===== config.mk =====
export PLATFORM = sky130hd
export DESIGN_NAME = chifb_framer
export DESIGN_NICKNAME = d
export VERILOG_FILES = /design/src/hdl/chifb_pkg.sv /design/src/hdl/chifb_ka_if.sv /design/src/hdl/chifb_ka_timer.sv /design/src/hdl/chifb_framer.sv
export SDC_FILE = /design/constraint.sdc
export NUM_CORES = 1
export LEC_CHECK = 0
export BUFFER_PORTS_ARGS = -buffer_cell sky130_fd_sc_hd__buf_2
export CAP_MARGIN = 10
export CORE_AREA = 2 2 178 268
export CTS_CLUSTER_DIAMETER = 120
export DETAILED_ROUTE_END_ITERATION = 6
export DIE_AREA = 0 0 180 270
export HOLD_SLACK_MARGIN = 0.02
export PLACE_DENSITY_LB_ADDON = 0.3
export RECOVER_POWER = 25
export SLEW_MARGIN = 15
export SYNTH_ARGS = -nofsm -noshare
export SYNTH_HDL_FRONTEND = slang
export SYNTH_SLANG_ARGS = --single-unit

===== constraint.sdc =====
create_clock -name CORE_CLK -period 4.4 [get_ports CORE_CLK]
set_input_delay 0.22 -clock CORE_CLK [delete_from_list [all_inputs] [get_ports CORE_CLK]]
set_output_delay 0.22 -clock CORE_CLK [all_outputs]
set_load 0.02 [all_outputs]

===== src/hdl/chifb_pkg.sv =====
// constants, state type and helpers for the connect identity and heartbeat framer
// assumes one 50 MHz core clock and a byte stream toward a tcp/udp stack
// ---------------------------------------------------------------------------
// Operation
// - hardware address option: send own hardware address when the connection opens.
// - fixed framing: on connect send fa 07 13 02 fa 02, address, fa ff.
// - address bytes in the fixed sequence go from index five down to zero.
// - fixed framing: every outbound data block is preceded by fa 01 01.
// - fixed framing: one keep-alive byte 00 per keep-alive interval.
// - fixed framing: no transparent pass-through, outbound traffic is always framed.
// - custom identification enabled: send configured bytes exactly on each connect.
// - custom identification string holds at most 33 bytes.
// - custom identification and keep-alive also work over udp transport.
// - keep-alive transmissions are spaced by the interval set in seconds.
// - tcp client: failed keep-alive leads to automatic reconnection.
// - tcp client: implied keep-alive probe each interval without configured content.
// - implied keep-alive carries no payload bytes to the server.
// - custom keep-alive bytes are the second parameter entry, after the identification.
// - identification plus keep-alive content stays below 33 bytes.
// ---------------------------------------------------------------------------

package chifb_pkg;
   // ---------------------------------------------------------------------------
   // framing bytes
   // ---------------------------------------------------------------------------
   localparam logic [47:0] FIX_ID_HEAD  = 48'hfa07_1302_fa02;
   localparam logic [15:0] FIX_ID_TAIL  = 16'hfaff;
   localparam logic [23:0] DATA_HDR     = 24'hfa_0101;
   localparam logic [7:0]  KA_BYTE      = 8'h00;
   localparam logic [5:0]  FIX_ID_LEN   = 6'h0e;
   localparam logic [5:0]  HEAD_LEN     = 6'h06;
   localparam logic [5:0]  MAC_LEN      = 6'h06;
   localparam logic [5:0]  HDR_LEN      = 6'h03;
   localparam logic [5:0]  KA_FIX_LEN   = 6'h01;
   // ---------------------------------------------------------------------------
   // parameter store sizes
   // ---------------------------------------------------------------------------
   localparam int          PARAM_DEPTH  = 33;
   localparam logic [5:0]  ID_MAX       = 6'h21;
   localparam logic [5:0]  COMBINED_MAX = 6'h20;
   // ---------------------------------------------------------------------------
   // timing
   // ---------------------------------------------------------------------------
   localparam int          SEC_NS         = 1000000000;
   localparam int          CLK_NS         = 20;
   localparam int          CYCLES_PER_SEC = SEC_NS / CLK_NS;

   typedef enum logic [2:0] {
      ST_IDLE,
      ST_ID,
      ST_HDR,
      ST_DATA,
      ST_KA
   } chifb_state_t;

   // byte of the fixed identification sequence, address most significant first
   function automatic logic [7:0] fix_id_byte(input logic [5:0] idx, input logic [47:0] mac);
      logic [5:0] m;
      m = idx - HEAD_LEN;
      if (idx < HEAD_LEN)
         fix_id_byte = FIX_ID_HEAD[6'd47 - {idx[2:0], 3'b000} -: 8];
      else if (idx < HEAD_LEN + MAC_LEN)
         fix_id_byte = mac[{3'd5 - m[2:0], 3'b000} +: 8];
      else
         fix_id_byte = (idx == FIX_ID_LEN - 6'd2) ? FIX_ID_TAIL[15:8] : FIX_ID_TAIL[7:0];
   endfunction
endpackage


===== src/hdl/chifb_ka_if.sv =====
// keep-alive timer control bundle between the framer and its interval timer
// assumes both ends run on the same core clock
`timescale 1ns/100ps

interface chifb_ka_if;
   logic        run;
   logic        restart;
   logic [15:0] interval_s;
   logic        due;

   modport timer (input run, input restart, input interval_s, output due);
   modport ctrl  (output run, output restart, output interval_s, input due);
endinterface


===== src/hdl/chifb_ka_timer.sv =====
// keep-alive interval timer counting whole seconds of the core clock
// assumes restart is a one-cycle pulse and run drops when the link closes
`timescale 1ns/100ps

module chifb_ka_timer #(
   parameter int CYCLES_PER_SEC = chifb_pkg::CYCLES_PER_SEC
) (
   // clock and reset
   input  wire logic     clk,
   input  wire logic     rst_n,
   // control bundle
   chifb_ka_if.timer     ka
);
   logic [31:0] pre_r;
   logic [15:0] sec_r;
   logic        due_r;

   assign ka.due = due_r;

   // ---------------------------------------------------------------------------
   // second prescaler and second counter
   // ---------------------------------------------------------------------------
   // timer start and stop
   always_ff @(posedge clk or negedge rst_n) begin
      if (!rst_n) begin
         pre_r <= 32'h0000_0000;
         sec_r <= 16'h0000;
      end else if (!ka.run || ka.restart) begin
         pre_r <= 32'h0000_0000;
         sec_r <= 16'h0000;
      end else if (pre_r == 32'(CYCLES_PER_SEC - 1)) begin
         pre_r <= 32'h0000_0000;
         sec_r <= (sec_r == 16'hffff) ? sec_r : sec_r + 16'h0001;
      end else begin
         pre_r <= pre_r + 32'h0000_0001;
      end
   end

   // due once the interval elapsed
   // due holds until restart so a busy framer does not lose the heartbeat
   always_ff @(posedge clk or negedge rst_n) begin
      if (!rst_n)
         due_r <= 1'b0;
      else if (!ka.run || ka.restart)
         due_r <= 1'b0;
      else if (ka.interval_s != 16'h0000 && sec_r >= ka.interval_s)
         due_r <= 1'b1;
   end
endmodule


===== src/hdl/chifb_framer.sv =====
// connect identity and heartbeat framer, top level
// assumes the stack reports link state as a level and gives byte-wise back-pressure
`timescale 1ns/100ps

module chifb_framer #(
   parameter int CYCLES_PER_SEC = chifb_pkg::CYCLES_PER_SEC
) (
   // clock and reset
   input  wire logic        CORE_CLK,
   input  wire logic        RESETN,
   // configuration
   input  wire logic        FIXED_FRAMING_PROTOCOL,
   input  wire logic        HARDWARE_ADDRESS_ON_CONNECT,
   input  wire logic        CUSTOM_ID_EN,
   input  wire logic        TCP_CLIENT,
   input  wire logic [47:0] HW_ADDR,
   input  wire logic [15:0] KA_INTERVAL_S,
   input  wire logic [5:0]  ID_LEN,
   input  wire logic [5:0]  KA_LEN,
   // parameter entry store write
   input  wire logic        PARAM_WR,
   input  wire logic [5:0]  PARAM_ADDR,
   input  wire logic [7:0]  PARAM_DATA,
   // connection state from the stack, reconnect and probe requests to it
   input  wire logic        CONN_UP,
   input  wire logic        KA_FAIL,
   output logic             RECONNECT,
   output logic             KA_PROBE,
   // serial side stream in
   input  wire logic [7:0]  SER_DATA,
   input  wire logic        SER_VALID,
   input  wire logic        SER_LAST,
   output logic             SER_READY,
   // network side stream out
   output logic [7:0]       TX_DATA,
   output logic             TX_VALID,
   output logic             TX_LAST,
   input  wire logic        TX_READY
);
   chifb_ka_if              ka_bus();
   chifb_pkg::chifb_state_t state_r;
   logic [7:0]              mem_r [chifb_pkg::PARAM_DEPTH];
   logic [5:0]              idx_r;
   logic [5:0]              id_len;
   logic [5:0]              ka_len;
   logic [5:0]              seq_len;
   logic [7:0]              seq_byte;
   logic [5:0]              ka_addr;
   logic                    conn_d_r;
   logic                    id_done_r;
   logic                    slot;
   logic                    seq_end;
   logic                    ka_has_bytes;
   logic [7:0]              tx_data_r;
   logic                    tx_valid_r;
   logic                    tx_last_r;
   logic                    probe_r;
   logic                    recon_r;

   // ---------------------------------------------------------------------------
   // interval timer
   // ---------------------------------------------------------------------------
   chifb_ka_timer #(.CYCLES_PER_SEC(CYCLES_PER_SEC)) u_timer (
      .clk   (CORE_CLK),
      .rst_n (RESETN),
      .ka    (ka_bus.timer)
   );

   assign ka_bus.run        = CONN_UP;
   assign ka_bus.interval_s = KA_INTERVAL_S;
   assign ka_bus.restart    = (state_r == chifb_pkg::ST_KA && seq_end) || probe_r;

   // ---------------------------------------------------------------------------
   // parameter store: identification entry first, keep-alive entry after it
   // ---------------------------------------------------------------------------
   // identification clipped to 33
   assign id_len = (ID_LEN > chifb_pkg::ID_MAX) ? chifb_pkg::ID_MAX : ID_LEN;
   assign ka_len = (id_len >= chifb_pkg::COMBINED_MAX) ? 6'h00 :
                   (KA_LEN > chifb_pkg::COMBINED_MAX - id_len) ? chifb_pkg::COMBINED_MAX - id_len : KA_LEN;
   // keep-alive bytes follow the first entry
   assign ka_addr = id_len + idx_r;

   // writes beyond the store are dropped silently
   always_ff @(posedge CORE_CLK) begin
      if (PARAM_WR && PARAM_ADDR < chifb_pkg::ID_MAX)
         mem_r[PARAM_ADDR] <= PARAM_DATA;
   end

   // ---------------------------------------------------------------------------
   // byte source and length of the sequence in progress
   // ---------------------------------------------------------------------------
   // fixed framing sends its own heartbeat even with no custom content
   assign ka_has_bytes = FIXED_FRAMING_PROTOCOL || ka_len != 6'h00;

   always_comb begin
      seq_len  = 6'h01;
      seq_byte = 8'h00;
      case (state_r)
         chifb_pkg::ST_ID: begin
            if (FIXED_FRAMING_PROTOCOL) begin
               seq_len  = chifb_pkg::FIX_ID_LEN;
               seq_byte = chifb_pkg::fix_id_byte(idx_r, HW_ADDR);
            end else if (HARDWARE_ADDRESS_ON_CONNECT) begin
               seq_len  = chifb_pkg::MAC_LEN;
               seq_byte = HW_ADDR[{3'd5 - idx_r[2:0], 3'b000} +: 8];
            end else begin
               seq_len  = id_len;
               seq_byte = mem_r[idx_r];
            end
         end
         chifb_pkg::ST_HDR: begin
            seq_len  = chifb_pkg::HDR_LEN;
            seq_byte = chifb_pkg::DATA_HDR[6'd23 - {idx_r[2:0], 3'b000} -: 8];
         end
         chifb_pkg::ST_KA: begin
            if (FIXED_FRAMING_PROTOCOL) begin
               seq_len  = chifb_pkg::KA_FIX_LEN;
               seq_byte = chifb_pkg::KA_BYTE;
            end else begin
               seq_len  = ka_len;
               seq_byte = mem_r[ka_addr];
            end
         end
         default: begin
            seq_len  = 6'h01;
            seq_byte = 8'h00;
         end
      endcase
   end

   // a byte may be loaded when the output register is free or being drained
   assign slot    = !tx_valid_r || TX_READY;
   assign seq_end = slot && (idx_r == seq_len - 6'h01);

   // serial bytes only pass in ST_DATA, inside a framed or transparent block
   assign SER_READY = (state_r == chifb_pkg::ST_DATA) && slot && CONN_UP;

   // ---------------------------------------------------------------------------
   // sequencer
   // ---------------------------------------------------------------------------
   always_ff @(posedge CORE_CLK or negedge RESETN) begin
      if (!RESETN) begin
         state_r   <= chifb_pkg::ST_IDLE;
         idx_r     <= 6'h00;
         id_done_r <= 1'b0;
         conn_d_r  <= 1'b0;
      end else begin
         conn_d_r <= CONN_UP;
         if (!CONN_UP) begin
            state_r   <= chifb_pkg::ST_IDLE;
            idx_r     <= 6'h00;
            id_done_r <= 1'b0;
         end else begin
            case (state_r)
               chifb_pkg::ST_IDLE: begin
                  idx_r <= 6'h00;
                  if (!id_done_r) begin
                     id_done_r <= 1'b1;
                     if (FIXED_FRAMING_PROTOCOL || HARDWARE_ADDRESS_ON_CONNECT ||
                         (CUSTOM_ID_EN && id_len != 6'h00))
                        state_r <= chifb_pkg::ST_ID;
                  end else if (ka_bus.due && ka_has_bytes)
                     state_r <= chifb_pkg::ST_KA;
                  else if (SER_VALID)
                     state_r <= FIXED_FRAMING_PROTOCOL ? chifb_pkg::ST_HDR : chifb_pkg::ST_DATA;
               end
               chifb_pkg::ST_ID, chifb_pkg::ST_KA: begin
                  if (seq_end) begin
                     state_r <= chifb_pkg::ST_IDLE;
                     idx_r   <= 6'h00;
                  end else if (slot)
                     idx_r <= idx_r + 6'h01;
               end
               chifb_pkg::ST_HDR: begin
                  if (seq_end) begin
                     state_r <= chifb_pkg::ST_DATA;
                     idx_r   <= 6'h00;
                  end else if (slot)
                     idx_r <= idx_r + 6'h01;
               end
               chifb_pkg::ST_DATA: begin
                  if (SER_READY && SER_VALID && SER_LAST)
                     state_r <= chifb_pkg::ST_IDLE;
               end
               default: begin
                  state_r <= chifb_pkg::ST_IDLE;
               end
            endcase
         end
      end
   end

   // ---------------------------------------------------------------------------
   // output byte register
   // ---------------------------------------------------------------------------
   always_ff @(posedge CORE_CLK or negedge RESETN) begin
      if (!RESETN) begin
         tx_data_r  <= 8'h00;
         tx_valid_r <= 1'b0;
         tx_last_r  <= 1'b0;
      end else if (!CONN_UP) begin
         tx_valid_r <= 1'b0;
         tx_last_r  <= 1'b0;
      end else if (slot) begin
         if (state_r == chifb_pkg::ST_DATA) begin
            tx_data_r  <= SER_DATA;
            tx_valid_r <= SER_VALID;
            tx_last_r  <= SER_LAST;
         end else if (state_r == chifb_pkg::ST_ID || state_r == chifb_pkg::ST_KA ||
                      state_r == chifb_pkg::ST_HDR) begin
            tx_data_r  <= seq_byte;
            tx_valid_r <= 1'b1;
            tx_last_r  <= seq_end && state_r != chifb_pkg::ST_HDR;
         end else begin
            tx_valid_r <= 1'b0;
            tx_last_r  <= 1'b0;
         end
      end
   end

   // ---------------------------------------------------------------------------
   // implied heartbeat and reconnection
   // ---------------------------------------------------------------------------
   // tcp client probe without content
   // probe is a pulse to the stack, never a byte on the stream
   always_ff @(posedge CORE_CLK or negedge RESETN) begin
      if (!RESETN)
         probe_r <= 1'b0;
      else
         probe_r <= CONN_UP && TCP_CLIENT && !ka_has_bytes && ka_bus.due &&
                    state_r == chifb_pkg::ST_IDLE && id_done_r && !probe_r;
   end

   always_ff @(posedge CORE_CLK or negedge RESETN) begin
      if (!RESETN)
         recon_r <= 1'b0;
      else
         recon_r <= TCP_CLIENT && KA_FAIL;
   end

   assign TX_DATA   = tx_data_r;
   assign TX_VALID  = tx_valid_r;
   assign TX_LAST   = tx_last_r;
   assign KA_PROBE  = probe_r;
   assign RECONNECT = recon_r;
endmodule


-- Word-level counts from Yosys, hierarchy flattened
Memory sizes are Yosys's and may differ from the RTL's.
Index checks and enable logic that the tools add are counted.
- $lt $le $gt $ge: 7
- divide/modulo/power cells: 0
- reduce and logical (&&, ||, !) cells: 43
- multipliers: 0
- shift-type cells: 4
- multiplexer cells: 49
- bitwise gates (word level): 0
- add/sub/neg operators: 11
- eq/ne operators: 19
- operators by type and width (operator ; count):
    $shiftx 48x7->8 ; 2
    $mux 32 ; 2
    $mux 8 ; 7
    $shiftx 55x7->8 const A ; 1
    $mux 6 ; 9
    $mux 16 ; 3
    $add 32x1->32 const B ; 1
    $eq 32x26->1 const B ; 1
    $shiftx 31x7->8 const A ; 1
    $mux 3 ; 9
    $pmux 8 s3 ; 1
    $logic_and 1x1->1 ; 18
    $pmux 6 s3 ; 1
    $add 16x1->16 const B ; 1
    $eq 16x16->1 const B ; 1
    $ge 16x16->1 ; 1
    $reduce_bool 16->1 ; 1
    $mux 1 ; 15
    $pmux 3 s4 ; 1
    $pmux 6 s2 ; 1
    $reduce_bool 6->1 ; 2
    $sub 6x6->6 const A ; 2
    $ne 3x2->1 const B ; 3
    $logic_or 1x1->1 ; 8
    other kinds (31) ; 41
- flip-flop bits (word level): 71
- memory bits (read-only): 0
- latch bits: 0
- bits in writable memories: 264
- output and inout port bits: 13
- memories: 1
- memories (memory ; depth ; width ; rd ports ; clocked after Yosys merged registers in ; write ports ; line ; text):
    mem_r ; 33 ; 8 ; 2 ; 0 ; 1 ; chifb_framer.sv:42 ; logic [7:0] mem_r [chifb_pkg::PARAM_DEPTH];

-- Longest topological paths before layout
- depth after elaboration: 16
- gate-level depth with buffers: 22
- depth with buffers taken out: 20

-- Hierarchy
A second synthesis with hierarchy kept.
- cells, all modules: 1325
- area, all modules: 18390.1 um^2
- modules (own cells, without submodules) (module ; sequential area each (um^2) ; cells an instance ; times used ; area an instance (um^2)):
    chifb_framer ; 8478.1 ; 1000 ; 1 ; 15508.6
    chifb_ka_timer ; 1226.2 ; 325 ; 1 ; 2881.5

-- Worst setup path after synthesis
No wires, ideal clock.
- kind: input to register
- start point: input port ID_LEN[4]
- end point: register u_timer.pre_r[27]
- setup slack: -0.799 ns
- setup time: 0.119 ns
- arrival: 5.080 ns
- stages on the path: 22
- cell sequence: or4_1 a21oi_1 ha_1 or3b_1 a221oi_1 inv_1 ha_1 and4_1 o21a_1 o21ai_2 mux2i_1 o21ai_0 inv_1 ha_1 nand4_1 or4b_1 o31a_1 and4bb_4 a211o_1 buf_6 buf_6 nor2_1
- longest elaborated chain between the ends: 15
- elaborated cells between the ends (all ways): 18
- ends and longest elaborated chain (item ; line ; text):
    from (decl) ; chifb_framer.sv:18 ; input wire logic [5:0] ID_LEN,
    $gt 6x6->1 ; chifb_framer.sv:77 ; assign id_len = (ID_LEN > chifb_pkg::ID_MAX) ? chifb_pkg::ID_MAX : ID_LEN;
    $mux 6 * ; chifb_framer.sv:77 ;
    $sub 6x6->6 ; chifb_framer.sv:79 ; (KA_LEN > chifb_pkg::COMBINED_MAX - id_len) ? chifb_pkg::COMBINED_MAX - id_len : KA_LEN;
    $gt 6x6->1 ; chifb_framer.sv:79 ;
    $mux 6 ; chifb_framer.sv:79 ;
    $mux 6 ; chifb_framer.sv:78 ; assign ka_len = (id_len >= chifb_pkg::COMBINED_MAX) ? 6'h00 :
    $mux 6 ; chifb_framer.sv:116 ; if (FIXED_FRAMING_PROTOCOL) begin
    $pmux 6 s3 * ; chifb_framer.sv:98 ; case (state_r)
    $sub 6x1->6 * ; chifb_framer.sv:133 ; assign seq_end = slot && (idx_r == seq_len - 6'h01);
    $eq 6x6->1 * ; chifb_framer.sv:133 ;
    $logic_and 1x1->1 * ; chifb_framer.sv:133 ;
    $logic_and 1x1->1 * ; chifb_framer.sv:71 ; assign ka_bus.restart = (state_r == chifb_pkg::ST_KA && seq_end) || probe_r;
    $logic_or 1x1->1 * ; chifb_framer.sv:71 ;
    $logic_or 1x1->1 * ; chifb_ka_timer.sv:28 ; end else if (!ka.run || ka.restart) begin
    $mux 32 * ; chifb_ka_timer.sv:28 ;
    to (signal assigned) ; chifb_ka_timer.sv:35 ; pre_r <= pre_r + 32'h0000_0001;
    to (decl) ; chifb_ka_timer.sv:14 ; logic [31:0] pre_r;
Every way passes the cells marked *; elsewhere a longest branch is shown, timed or not.
A chain may end at the register's enable or synchronous reset.

-- Final worst setup path
- start point: input port ID_LEN[1]
- end point: register u_timer.pre_r[12]
Same word-level chain as after synthesis.

==> metrics.md <==
| Metric | Value |
|---|---|
| Synth area leader | `edfxtp_1` |
| Port Buffers | `122` |
| DR pass1 iterations | `6` |
| CP bufs+invs | `4` |
| Share of cells above drive strength 1 | `0.334` |
| Total gr overflow | `0` |
| Initial antenna violation count | `0` |
| Vias per std cell | `5.85` |
| Die width | `180 um` |
| Mean post-synth cell area | `14.4 sq um` |
| Wirelength per Cell | `23.8 um` |
| Fmax | `0.219 GHz` |
| Max FO, Critical Path | `25` |
| EDFF count, synth | `264` |
| Worst EP arrival | `4.96 ns` |
| CP Class | `input pin to flop` |
| Synth Flop Type | `edfxtp_1` |
| Top cells by area in the synthesized netlist | `edfxtp_1 (43%), mux4_2 (21%), dfrtp_1 (9.7%)` |
| Slowest-stage cell, CP | `or4_4` |
| Yosys Warn Count | `0` |
| Final Skew | `0.0247 ns` |
| Mapped cell area | `18400 sq um` |
| CTS clk-pin slew, worst paths | `0.06 ns` |
| Commonest cells in the netlist | `edfxtp_1 (264), mux4_2 (168), nor2_1 (101)` |
| Power density cells | `463 nW/um^2` |
| Startpoint types | `input pin` |
| Register area share after synthesis | `0.529` |
| Top-count cell post-synth | `edfxtp_1` |
| Outcome | `complete, but fails checks` |
| Num CTS Buffers | `34` |
| Final Hold Fails | `0` |
| Leak Pwr | `0.00762 uW` |
| Detailed Route Iter0 Violations | `1130` |
| Final ANT Viol Nets | `0` |
| DR DRC count | `0` |
| DR vias | `12139` |
| Final wirelength | `49.3 mm` |
| Post-DP HPWL | `34.6 mm` |
| Die height | `270 um` |
| Critical path, cell by cell | `buf_6 > or4_4 > a21oi_4 > ha_4 > or3b_4 > a221oi_4 > inv_2 > ha_4 > and4_4 > o21a_1 > o21ai_4 > mux2i_1 > o21ai_1 > inv_1 > ha_2 > nand4_1 > or4b_1 > o31a_1 > and4bb_4 > a211o_4 > buf_12 > nor3_1` |
| Row Count | `97` |
| RSZ-0062 raised after global routing | `true` |
| CTS tree | `done` |
| Worst-Skew Late Latency | `0.53 ns` |
| First-pass GRT wire length | `75.7 mm` |
| Hold Slack | `0.0731 ns` |
| GPL Wtd Cong | `0.887` |
| Max-slew violations | `0` |
| Crit path max-delay family | `simple AND/OR/NAND/NOR gates` |
| Total GRT Usage | `0.203` |
| Pin count of the biggest net entering global routing | `90` |
| Worst VDD drop | `0.344 mV` |
| Hold WC Path Type | `input pin to flop` |
| Area grow syn2layout | `17.9%` |
| Slew headroom | `0.0418` |
| Clock root cell | `clkbuf_16` |
| Failing checks | `setup timing` |
| FILL cells | `4040` |
| NumNets Final | `1606` |
| Endpoint class of the critical path | `flop` |
| Critical path required time | `4.79 ns` |
| Ant. Diodes | `0` |
| Final min period | `4.57 ns` |
| Largest stage delay on the critical path | `0.54 ns` |
| Clock Sinks | `335` |
| CTS Buffer Depth | `3` |
| Area share of the largest cell type after synthesis | `0.432` |
| Synth unique cells | `75` |
| Number of synthesized register bits | `335` |
| Slew @ Worst Pin | `1.44 ns` |
| Initial core utilization | `0.397` |
| CTS H-Tree Depth | `2` |
| Max cap viols | `0` |
| DIE AREA | `48600 sq um` |
| Setup WS post-layout | `-0.173 ns` |
| Async SR Flop Fraction | `0.212` |
| Cell count after synthesis | `1278` |
| Final worst-path cycle share | `1.04` |
| Setup tns final | `-7.49 ns` |
| # setup viols final | `59` |
| Vias in the first global route | `12838` |
| Core box area | `46200 sq um` |
| Syn nets | `1426` |
| Most used cell, CP | `ha_4` |
| Num ports | `123` |
-- through the flow --
step                      cell area [sq um]  power [uW]   util  worst slack [ns]  cells
after global routing                  21600       10500  0.468            -0.304   2075
after CTS                             21500       10000  0.465           -0.0601   2071
after global placement                20200        7230  0.437            -0.650   1996
after detailed placement              20200        7270  0.437            -0.733   1996
after floorplan                       18400        6110      -            -0.383   1278
final                                 21600       10000  0.468            -0.173   2075
-- state kept, by name (all words and copies together), names as in the netlist --
name / flops
KA_PROBE: 1
RECONNECT: 1
TX_DATA: 8
TX_LAST: 1
TX_VALID: 1
id_done_r: 1
idx_r: 6
mem_r: 264
state_r: 3
u_timer.ka.due: 1
u_timer.pre_r: 32
u_timer.sec_r: 16
-- power by group --
part           internal [uW]  switching, uW
Sequential              3510           68.5
Clock                   1520           1200
Combinational           1890           1820
Total                   6920           3100
-- worst min-delay path: cells and delay by family --
| family | cells | cell delay, ns |
|---|---|---|
| buffers and inverters | 1 | 0.11 |
| AO/OA/AOI/OAI | 2 | 0.20 |
-- placed cells by master (no fill, tap or decap), types with 24 or more instances in the layout --
cell type | synthesis | routed
a21oi_1 | 42 | 37
buf_2 | 8 | 114
buf_4 | 0 | 74
clkbuf_16 | 0 | 34
dfrtp_1 | 71 | 67
edfxtp_1 | 264 | 264
ha_1 | 37 | 33
inv_1 | 39 | 38
mux2i_1 | 49 | 49
mux4_2 | 168 | 168
nand2_1 | 69 | 68
nand3_1 | 32 | 31
nor2_1 | 101 | 90
nor3_1 | 29 | 24
o21ai_0 | 35 | 28
xnor2_1 | 25 | 24
xor2_1 | 36 | 35
-- final timing paths --
path / slack [ns] / startpoint / to / cells after the start
max in group asynchronous: 3.23 / RESETN / idx_r[0]$_DFFE_PN0P_ / 3
worst min-delay path: 0.07 / SER_DATA[1] / TX_DATA[1]$_DFFE_PN0P_ / 3
worst max-delay path: -0.17 / ID_LEN[1] / u_timer.pre_r[12]$_DFF_PN0_ / 22
min in group asynchronous: 0.46 / RESETN / TX_LAST$_DFFE_PN0P_ / 3
worst max register to register: 0.60 / state_r[2]$_DFFE_PN0P_ / u_timer.pre_r[12]$_DFF_PN0_ / 12
worst min register to register: 0.54 / u_timer.pre_r[0]$_DFF_PN0_ / u_timer.pre_r[0]$_DFF_PN0_ / 1
-- layout make-up --
| class | instances | area [sq um] | area share |
|---|---|---|---|
| flip-flops and latches | 335 | 9710 | 0.449 |
| multi-input cells | 831 | 8500 | 0.393 |
| repair buffers | 216 | 1510 | 0.0696 |
| clock buffers | 42 | 901 | 0.0416 |
| well taps | 594 | 743 | 0.0343 |
| inverters | 40 | 150 | 0.00694 |
| clock inverters | 17 | 125 | 0.00578 |
-- logic make-up (layout without fill, tap and decap cells) --
| logic type | count (synthesis) | after routing | synth area share |
|---|---|---|---|
| AO/OA/AOI/OAI | 152 | 152 | 0.0538 |
| XOR/XNOR | 61 | 61 | 0.0291 |
| adder cells (fa/ha/maj) | 39 | 39 | 0.0269 |
| buffers and inverters | 112 | 315 | 0.0243 |
| flip-flops | 335 | 335 | 0.529 |
| multiplexers | 225 | 225 | 0.238 |
| AND/OR/NAND/NOR | 354 | 354 | 0.0996 |
-- routing by layer --
| metal | vias to the layer above | global-route usage | share of wire |
|---|---|---|---|
| met5 | - | 0 | 0 |
| met4 | 0 | 0.0815 | 0.039 |
| met3 | 104 | 0.0290 | 0.048 |
| met2 | 390 | 0.382 | 0.55 |
| met1 | 6207 | 0.229 | 0.36 |
| li1 | 5438 | - | - |
-- timing repair --
item,CTS,global route
gates resized for setup,14,36
buffers inserted,6,4
hold buffers,7,0
endpoints found under the setup margin,58,59
pin swaps,3,12
endpoints found under the hold margin,75,0
gates cloned,3,0
(Power assumes the default switching activity.)
